File: src/hw/fls_pkg.sv
// Shared constants for the fork level switch decision logic.
// Assumes a single 200 MHz clock and a synchronous active-high reset.
package fls_pkg;
   // Clock rate in hertz
   localparam int CLK_HZ = 200_000_000;
   // Settle time towards covered, in milliseconds
   localparam int COVER_DELAY_MS = 500;
   // Settle time towards free, in milliseconds
   localparam int FREE_DELAY_MS = 1000;
   // Fault flash rate in hertz
   localparam int FLASH_HZ = 2;
   // Frequency measurement window, in microseconds
   localparam int WINDOW_US = 10_000;
   // Derived cycle counts
   localparam int COVER_CYC = (CLK_HZ / 1000) * COVER_DELAY_MS;
   localparam int FREE_CYC = (CLK_HZ / 1000) * FREE_DELAY_MS;
   localparam int FLASH_HALF_CYC = CLK_HZ / (2 * FLASH_HZ);
   localparam int WINDOW_CYC = (CLK_HZ / 1_000_000) * WINDOW_US;
   // Edges per window below which the fork counts as covered
   localparam int COVER_THRESH = 60;
   // Width of the timing counters
   localparam int CNT_W = 28;
   // Width of the edge counter
   localparam int EDGE_W = 16;
   // Slave address width and reset value
   localparam int ADDR_W = 5;
   localparam logic [4:0] ADDR_RESET = 5'h00;
   // Data nibble field positions
   localparam int COVERED_POS = 0;
   localparam int HEALTH_POS = 1;
   localparam int UNUSED_A_POS = 2;
   localparam int UNUSED_B_POS = 3;
   // Product variant straps
   typedef enum logic [1:0]
   {
      FLS_VAR_ANGLE = 2'h0,
      FLS_VAR_MICRO = 2'h1,
      FLS_VAR_BUS = 2'h3
   } fls_variant_t;
   // Settling states, Gray coded along the loop
   typedef enum logic [1:0]
   {
      FLS_ST_FREE = 2'h0,
      FLS_ST_TO_COV = 2'h1,
      FLS_ST_COVERED = 2'h3,
      FLS_ST_TO_FREE = 2'h2
   } fls_state_t;
endpackage : fls_pkg

File: src/hw/fls_top.sv
// Decision and output logic of a vibrating-fork level limit switch.
// Assumes fork, magnet, fault and strap inputs are asynchronous pins;
// bus address, error and parameter inputs come from same-clock logic.
`timescale 1ns/10ps
module fls_top #(
   // Settle count towards covered
   parameter logic [27:0] COVER_CNT = 28'(fls_pkg::COVER_CYC),
   // Settle count towards free
   parameter logic [27:0] FREE_CNT = 28'(fls_pkg::FREE_CYC),
   // Half period of the fault flash
   parameter logic [27:0] FLASH_CNT = 28'(fls_pkg::FLASH_HALF_CYC),
   // Measurement window length
   parameter logic [27:0] WINDOW_CNT = 28'(fls_pkg::WINDOW_CYC)
)
(
   // Clock and reset
   input wire logic i_mclk,
   input wire logic i_rst,
   // Fork and test pins
   input wire logic i_fork_osc,
   input wire logic i_magnet,
   input wire logic i_load_fault,
   input wire logic i_sensor_fault,
   // Straps
   input wire logic i_mode_dry,
   input wire logic [1:0] i_variant,
   // Field bus side
   input wire logic i_addr_wr,
   input wire logic [4:0] i_addr_val,
   input wire logic i_comm_err,
   input wire logic [3:0] i_param_nibble,
   // Switch outputs, high means closed
   output logic o_switch_no,
   output logic o_switch_nc,
   // Indicators
   output logic o_led_green,
   output logic o_led_red,
   output logic o_led_yellow,
   // Bus data
   output logic [3:0] o_data_nibble,
   output logic [4:0] o_slave_addr
);

   // Whole module state
   typedef struct packed {
      logic [2:0] fork_sy;      // Fork sync pair plus edge history
      logic [1:0] mag_sy;       // Magnet sync pair
      logic [1:0] load_sy;      // Load fault sync pair
      logic [1:0] sens_sy;      // Sensor fault sync pair
      logic [5:0] strap_sy;     // Mode and variant sync pairs
      logic [27:0] win_cnt;     // Window up counter
      logic [15:0] edge_cnt;    // Edges in current window
      logic raw_cov;            // Unsettled classification
      fls_pkg::fls_state_t st;  // Settling state
      logic [27:0] deb_cnt;     // Settling counter
      logic covered;            // Settled classification
      logic [27:0] fl_cnt;      // Flash counter
      logic flash;              // Flash phase
      logic [4:0] addr;         // Slave address
      logic sw_no;              // Normally open switch
      logic sw_nc;              // Normally closed switch
      logic green;              // Power indicator
      logic red;                // State or fault indicator
      logic yellow;             // Covered indicator
      logic [3:0] data;         // Input data nibble
   } fls_regs_t;

   fls_regs_t st;
   fls_regs_t next_st;

   // Counter end test, shared by all timers
   function automatic logic hit(input logic [27:0] cnt, input logic [27:0] lim);
      hit = (cnt >= lim - 28'h0000001);
   endfunction : hit

   // Synced view of inputs, second stage only
   logic fork_now;
   logic mag;
   logic load_f;
   logic sens_f;
   logic mode_dry;
   logic [1:0] variant;
   logic fault;
   logic limit_sw;
   assign fork_now = st.fork_sy[1];
   assign mag = st.mag_sy[1];
   assign load_f = st.load_sy[1];
   assign sens_f = st.sens_sy[1];
   assign mode_dry = st.strap_sy[1];
   assign variant = {st.strap_sy[5], st.strap_sy[3]};
   // Any fault that must open the switches
   assign fault = load_f | sens_f;
   // Closed state before test and fault handling
   assign limit_sw = mode_dry ? st.covered : !st.covered;

   // Next state
   always_comb
   begin
      next_st = st;
      // Two-flop synchronisers, fork keeps one extra stage for edges
      next_st.fork_sy = {st.fork_sy[1:0], i_fork_osc};
      next_st.mag_sy = {st.mag_sy[0], i_magnet};
      next_st.load_sy = {st.load_sy[0], i_load_fault};
      next_st.sens_sy = {st.sens_sy[0], i_sensor_fault};
      next_st.strap_sy = {st.strap_sy[4], i_variant[1], st.strap_sy[2], i_variant[0],
                          st.strap_sy[0], i_mode_dry};
      // Count fork rising edges per window
      if (hit(st.win_cnt, WINDOW_CNT))
      begin
         // Low frequency means liquid on the fork
         next_st.raw_cov = (st.edge_cnt < 16'(fls_pkg::COVER_THRESH));
         next_st.win_cnt = 28'h0000000;
         next_st.edge_cnt = 16'h0000;
      end
      else
      begin
         // Window still open
         next_st.win_cnt = st.win_cnt + 28'h0000001;
         if (st.fork_sy[1] && !st.fork_sy[2] && st.edge_cnt != 16'hFFFF)
         begin
            next_st.edge_cnt = st.edge_cnt + 16'h0001;
         end
      end
      // Settling of the classification
      next_st.deb_cnt = st.deb_cnt + 28'h0000001;
      case (st.st)
         fls_pkg::FLS_ST_FREE:
         begin
            // Waiting for liquid
            next_st.deb_cnt = 28'h0000000;
            if (st.raw_cov)
            begin
               next_st.st = fls_pkg::FLS_ST_TO_COV;
            end
         end
         fls_pkg::FLS_ST_TO_COV:
         begin
            // Liquid must persist for the cover time
            if (!st.raw_cov)
            begin
               next_st.st = fls_pkg::FLS_ST_FREE;
            end
            else if (hit(st.deb_cnt, COVER_CNT))
            begin
               next_st.st = fls_pkg::FLS_ST_COVERED;
               next_st.covered = 1'b1;
            end
         end
         fls_pkg::FLS_ST_COVERED:
         begin
            // Waiting for the fork to clear
            next_st.deb_cnt = 28'h0000000;
            if (!st.raw_cov)
            begin
               next_st.st = fls_pkg::FLS_ST_TO_FREE;
            end
         end
         fls_pkg::FLS_ST_TO_FREE:
         begin
            // Air must persist for the free time
            if (st.raw_cov)
            begin
               next_st.st = fls_pkg::FLS_ST_COVERED;
            end
            else if (hit(st.deb_cnt, FREE_CNT))
            begin
               next_st.st = fls_pkg::FLS_ST_FREE;
               next_st.covered = 1'b0;
            end
         end
         default:
         begin
            // Unknown code falls back to free
            next_st.st = fls_pkg::FLS_ST_FREE;
            next_st.covered = 1'b0;
         end
      endcase
      // Flash phase generator
      if (hit(st.fl_cnt, FLASH_CNT))
      begin
         next_st.fl_cnt = 28'h0000000;
         next_st.flash = !st.flash;
      end
      else
      begin
         next_st.fl_cnt = st.fl_cnt + 28'h0000001;
      end
      // Address written by master or programmer
      if (i_addr_wr)
      begin
         next_st.addr = i_addr_val;
      end
      // Switches: magnet inverts, fault opens both
      if (fault || variant == fls_pkg::FLS_VAR_BUS)
      begin
         next_st.sw_no = 1'b0;
         next_st.sw_nc = 1'b0;
      end
      else
      begin
         // Complementary pair in normal operation
         next_st.sw_no = limit_sw ^ mag;
         next_st.sw_nc = !(limit_sw ^ mag);
      end
      // Powered means green lit
      next_st.green = 1'b1;
      // Covered indicator on micro connector variants
      next_st.yellow = (variant != fls_pkg::FLS_VAR_ANGLE) && st.covered;
      // Red indicator per variant
      if (sens_f)
      begin
         // Internal fault flashes on every variant
         next_st.red = st.flash;
      end
      else if (variant == fls_pkg::FLS_VAR_ANGLE)
      begin
         // Load fault flashes, else limit state shows
         next_st.red = load_f ? st.flash : (mode_dry ? !st.covered : st.covered);
      end
      else if (variant == fls_pkg::FLS_VAR_MICRO)
      begin
         // Load fault steady
         next_st.red = load_f;
      end
      else
      begin
         // Bus address zero or link error steady
         next_st.red = (st.addr == fls_pkg::ADDR_RESET) || i_comm_err;
      end
      // Data nibble, parameter input has no path here
      next_st.data = 4'h0;
      next_st.data[fls_pkg::COVERED_POS] = st.covered ^ mag;
      next_st.data[fls_pkg::HEALTH_POS] = !sens_f;
   end

   // State register
   always_ff @(posedge i_mclk)
   begin
      if (i_rst)
      begin
         // Everything off, address zero
         st <= '0;
      end
      else
      begin
         st <= next_st;
      end
   end

   // Outputs straight from flops
   assign o_switch_no = st.sw_no;
   assign o_switch_nc = st.sw_nc;
   assign o_led_green = st.green;
   assign o_led_red = st.red;
   assign o_led_yellow = st.yellow;
   assign o_data_nibble = st.data;
   assign o_slave_addr = st.addr;
endmodule : fls_top

File: config.mk
export PLATFORM = sky130hd
export DESIGN_NAME = fls_top
export DESIGN_NICKNAME = d
export VERILOG_FILES = /design/src/hw/fls_pkg.sv /design/src/hw/fls_top.sv
export SDC_FILE = /design/constraint.sdc
export NUM_CORES = 1
export LEC_CHECK = 0
export BUFFER_PORTS_ARGS = -buffer_cell sky130_fd_sc_hd__buf_2
export CORE_MARGIN = 2
export CORE_UTILIZATION = 40
export CTS_CLUSTER_SIZE = 40
export DETAILED_ROUTE_END_ITERATION = 8
export GPL_ROUTABILITY_DRIVEN = 1
export PLACE_DENSITY = 0.63
export REMOVE_ABC_BUFFERS = 1
export SETUP_SLACK_MARGIN = 0.1
export SYNTH_ARGS = -nofsm -noshare
export SYNTH_HDL_FRONTEND = slang
export SYNTH_SLANG_ARGS = --single-unit
File: constraint.sdc
create_clock -name i_mclk -period 2.65 [get_ports i_mclk]
set_input_delay 0.3975 -clock i_mclk [delete_from_list [all_inputs] [get_ports i_mclk]]
set_output_delay 0.3975 -clock i_mclk [all_outputs]
set_load 0.1 [all_outputs]
Word level (Yosys, flattened, before mapping) --
Cells that the tools add are included.
Operators by class: mux-type cells 19, add/sub/neg operators 4, equality and inequality tests 14, reduce and logical (&&, ||, !) cells 21, bitwise logic cells 3, magnitude comparators 5
Operator list (count):
- adder 28 x 1 -> 28 bit (second input constant) | 3
- >= comparator 28 x 21 -> 1 bit (second input constant) | 1
- >= comparator 28 x 26 -> 1 bit (second input constant) | 1
- >= comparator 28 x 27 -> 1 bit (second input constant) | 1
- >= comparator 28 bit (second input constant) | 1
- adder 16 x 1 -> 16 bit (second input constant) | 1
- < comparator 16 x 6 -> 1 bit (second input constant) | 1
- inequality test 16 bit (second input constant) | 1
- two-way mux 2 bit | 6
- inequality test 2 bit (second input constant) | 6
- two-way mux 1 bit | 10
- one-hot mux 2 bit (4 select lines) | 1
- two-way mux 7 bit | 1
- equality test 2 bit (second input constant) | 3
- inequality test 3 bit (second input constant) | 2
- OR reduction 2 bit | 3
- zero test 1 bit | 5
- zero test 5 bit | 1
- AND reduction 5 bit | 1
- equality test 2 x 1 -> 1 bit (second input constant) | 2
- zero test 2 bit | 2
- AND reduction 4 bit | 1
- nonzero test 2 bit | 2
- logical AND 1 bit | 3
- 5 further kinds | 7
Storage, ports and cells: word-level logic and storage cells 87, input bits 20, output and inout bits 14, register bits 134

Longest topological paths before layout --
depth in word-level cells 6, depth in mapped cells 9, depth with buffers taken out 8

Least setup slack after synthesis --
No wires, ideal clock.
path type register to register, start register st[91] (netlist name), end register st[111] (netlist name), cell stages (with the launch flop) 10, period minus slack after synthesis 1.978 ns, path buffers 2, path slack 0.672 ns, arrival time 1.915 ns, path through dfxtp_1 ha_1 and3_1 buf_2 a2111oi_4 o21ai_2 a21oi_2 o2111ai_4 buf_6 nor2_2
Between the ends: cells in the longest elaborated chain, start to end 2
RTL lines:
- start, declared | line fls_top.sv:68 | fls_regs_t st;
- start signal, assigned | line fls_top.sv:246 | st <= next_st;
- >= comparator 28 x 21 -> 1 bit | line fls_top.sv:73 | hit = (cnt >= lim - 28'h0000001);
- OR reduction 2 bit (no source line)
Parallel ways exist; a longest one is shown, timed or not. A chain may end at the register's enable or synchronous reset.

Final worst setup path --
start register st[91] (netlist name), end register st[98] (netlist name)
Same word-level chain as after synthesis.

==> results.py <==
metrics = {
    "floorplan": {
        "coreArea_um2": 13800,
        "dieWidth_um": 122,
        "num_rows": 43,
        "die_area_um2": 14900,
        "initial_core_util": 0.406,
        "die_y_um": 122,
        "pin_count": 34,
    },
    "finish": {
        "fillers": 1305,
        "final_core_util": 0.473,
        "fin_nets": 672,
        "final_layout_size_suffix_gt1_frac": 0.145,
        "areaGrowthSynthToFinish_pct": 16.6,
        "n_antenna_cell": 0,
        "final_cell_mix": "dfxtp_1, nor2_1, xor2_1",
        "final_common_cell": "dfxtp_1",
        "multi_input_area_um2": 2770,
        "seqCellArea_um2": 2640,
    },
    "routing": {
        "detail-route-antenna-nets": 0,
        "routedWlPerCell_um": 11.8,
        "route.detailed.drc": 0,
        "vias": 4082,
        "viasPerCell": 4.88,
        "dr.pass1.iters": 5,
        "drtIter0Drc": 254,
        "drt_wl_total_um": 9890,
    },
    "worst_setup_path": {
        "critPathKind": "reg -> reg",
        "critPathTopFamily": "compound AO/OA/AOI/OAI gates",
        "crit_start": "st[91]",
        "cp_slowest_stage_delay_ns": 0.38,
        "worstSetupStartpointType": "flop",
        "critPathRequiredTime_ns": 2.99,
        "path_cells": "ha_1 > and3_1 > a2111oi_4 > o21ai_2 > a21oi_2 > o2111ai_4 > buf_12 > nor2_1",
        "worstSetupPathDepth": 8,
        "critPathCaptureType": "flop",
        "critPathBufInv": 1,
        "r2r_slack_ns": 0.32,
        "worstReg2RegStart": "st[91]",
        "critPathArrivalTime_ns": 2.68,
        "r2r_cells": 8,
        "worstReg2RegEnd": "st[98]",
        "worstSetupEndpoint": "st[98]",
        "path_max_fanout": 21,
        "crit_slowest_cell": "o2111ai_4",
    },
    "global_routing": {
        "use_met3": 0.0417,
        "grt_pass1_vias": 3804,
        "antenna_found_initial": 0,
        "grt_max_degree": 29,
        "globalRouteTotalUtil": 0.141,
        "overflow": 0,
        "busiest_layer": "met2",
        "grt_pass1_wl_um": 16700,
        "grt_util_met2": 0.224,
        "met1_usage": 0.170,
    },
    "synthesis": {
        "synth-async-reset-ratio": 0,
        "synth_cell_types": 52,
        "syn_area_per_cell_um2": 9.25,
        "synth_edf_count": 0,
        "yosys_warnings": 0,
        "yosysSeqAreaShare": 0.473,
        "postSynthCellCount": 604,
        "ys.flop_type": "dfxtp_1",
        "ys_seq_elements": 132,
        "syn_area_um2": 5590,
    },
    "flow_run": {
        "max_cap_violations": 0,
    },
    "clocking": {
        "root_buffer": "clkbuf_16",
        "htreeDepth": 4,
        "cts_hold_buf": 0,
        "clock_sinks": 132,
        "cts_buffers": 17,
        "cts.repair.resized": 0,
        "clockBufferDepth": 2,
        "insertion_delay_ns": 0.41,
        "cts_tree": "done",
        "cts_setup_buffers": 0,
        "clkTransAtPathRegs_ns": 0.06,
    },
    "sta": {
        "rsz0062_at_grt": "no",
        "fmax_ghz": 0.429,
        "setup_tns_ns": 0,
        "timing.hold.ws_ns": 0.192,
        "fin_skew_ns": 0.00677,
        "fin_crit_sh": 0.880,
        "drv_slew": 0,
        "final_hold_viol_count": 0,
        "worstMarginPinSlew_ns": 0.709,
        "setup_viol_count_final": 0,
        "relSlewSlack": 0.527,
        "min_period_ns": 2.33,
    },
    "outcome": {
        "run_status": "completed",
    },
    "min_path": {
        "min_path_type": "in -> reg",
    },
    "pwr": {
        "worst_ir_drop_vdd_v": 0.000476,
        "p_leak_uw": 0.00227,
        "power_density_nw_per_um2": 718,
    },
    "placement": {
        "place_congestion": 0.783,
        "place_hpwl_um": 6800,
        "portBuffers": 27,
    },
}
==> through the flow <==
step | instances | power [uW] | instance area [um^2] | worst slack (ns)
global placement | 805 | 2330 | 5900 | 0.399
global route | 836 | 4850 | 6510 | 0.190
finish | 836 | 4680 | 6510 | 0.318
floorplan | 589 | 2280 | 5460 | 0.385
detailed placement | 805 | 2340 | 5900 | 0.343
CTS | 836 | 4740 | 6510 | 0.288
==> kinds of logic (layout without fill, tap and decap cells) <==
group / after synthesis / in the layout / share of synthesized area
mux: 7 / 7 / 0.0125
fa+ha+maj: 8 / 8 / 0.0179
xor+xnor: 83 / 83 / 0.130
simple gates: 301 / 301 / 0.278
other cells: 1 / 11 / 0.000671
flops: 132 / 132 / 0.473
buf+inv: 38 / 80 / 0.0374
compound gates: 34 / 34 / 0.0500
==> per-layer routing <==
metal | share of wire | vias to the layer above
li1 | - | 2109
met1 | 0.48 | 1896
met5 | 0 | -
met2 | 0.46 | 57
met3 | 0.036 | 20
met4 | 0.022 | 0
==> final cells by class <==
cell class,count,share of cell area
tap,180,0.0346
inverter,13,0.00750
clock buffer,19,0.0696
timing repair buffer,36,0.0331
sequential,132,0.406
multi-input combinational,444,0.426
clock inverter,12,0.0236
==> how the worst min path moves through the flow <==
| stage | start | to | slack (ns) | cells past startpoint |
|---|---|---|---|---|
| floorplan | next_st[132] | fork_now | 0.41 | 1 |
| CTS | i_variant[1] | next_st[124] | 0.17 | 2 |
| detailed placement | next_st[120] | mode_dry | 0.42 | 1 |
| global route | i_variant[1] | next_st[124] | 0.18 | 2 |
| finish | i_variant[1] | next_st[124] | 0.19 | 2 |
| global placement | next_st[126] | sens_f | 0.41 | 1 |
==> state kept, by name, summed over array words and instances, names as in the netlist, 2 cells and up <==
name,flops
o_slave_addr,5
next_st,7
o_data_nibble,2
st,108
==> where the power goes <==
group | leakage, uW | total, uW | switching [uW] | internal, uW
logic | 0.000903 | 247 | 182 | 64.7
registers | 0.00107 | 2050 | 23.3 | 2030
clock network | 0.000292 | 2380 | 856 | 1520
total | 0.00227 | 4680 | 1060 | 3610
==> cell usage after synthesis, types with 13 or more instances <==
| cell type | number | area share |
|---|---|---|
| nand4_1 | 18 | 0.020 |
| nor3_1 | 13 | 0.012 |
| xnor2_1 | 36 | 0.056 |
| nor2_2 | 15 | 0.017 |
| dfxtp_1 | 132 | 0.47 |
| nand2_1 | 36 | 0.024 |
| xor2_1 | 47 | 0.074 |
| nor2_1 | 104 | 0.070 |
| nor2b_1 | 20 | 0.022 |
| nand3_1 | 37 | 0.033 |
| inv_1 | 13 | 0.0087 |
| and3_1 | 15 | 0.017 |
Power figures use the tool's default switching activity.
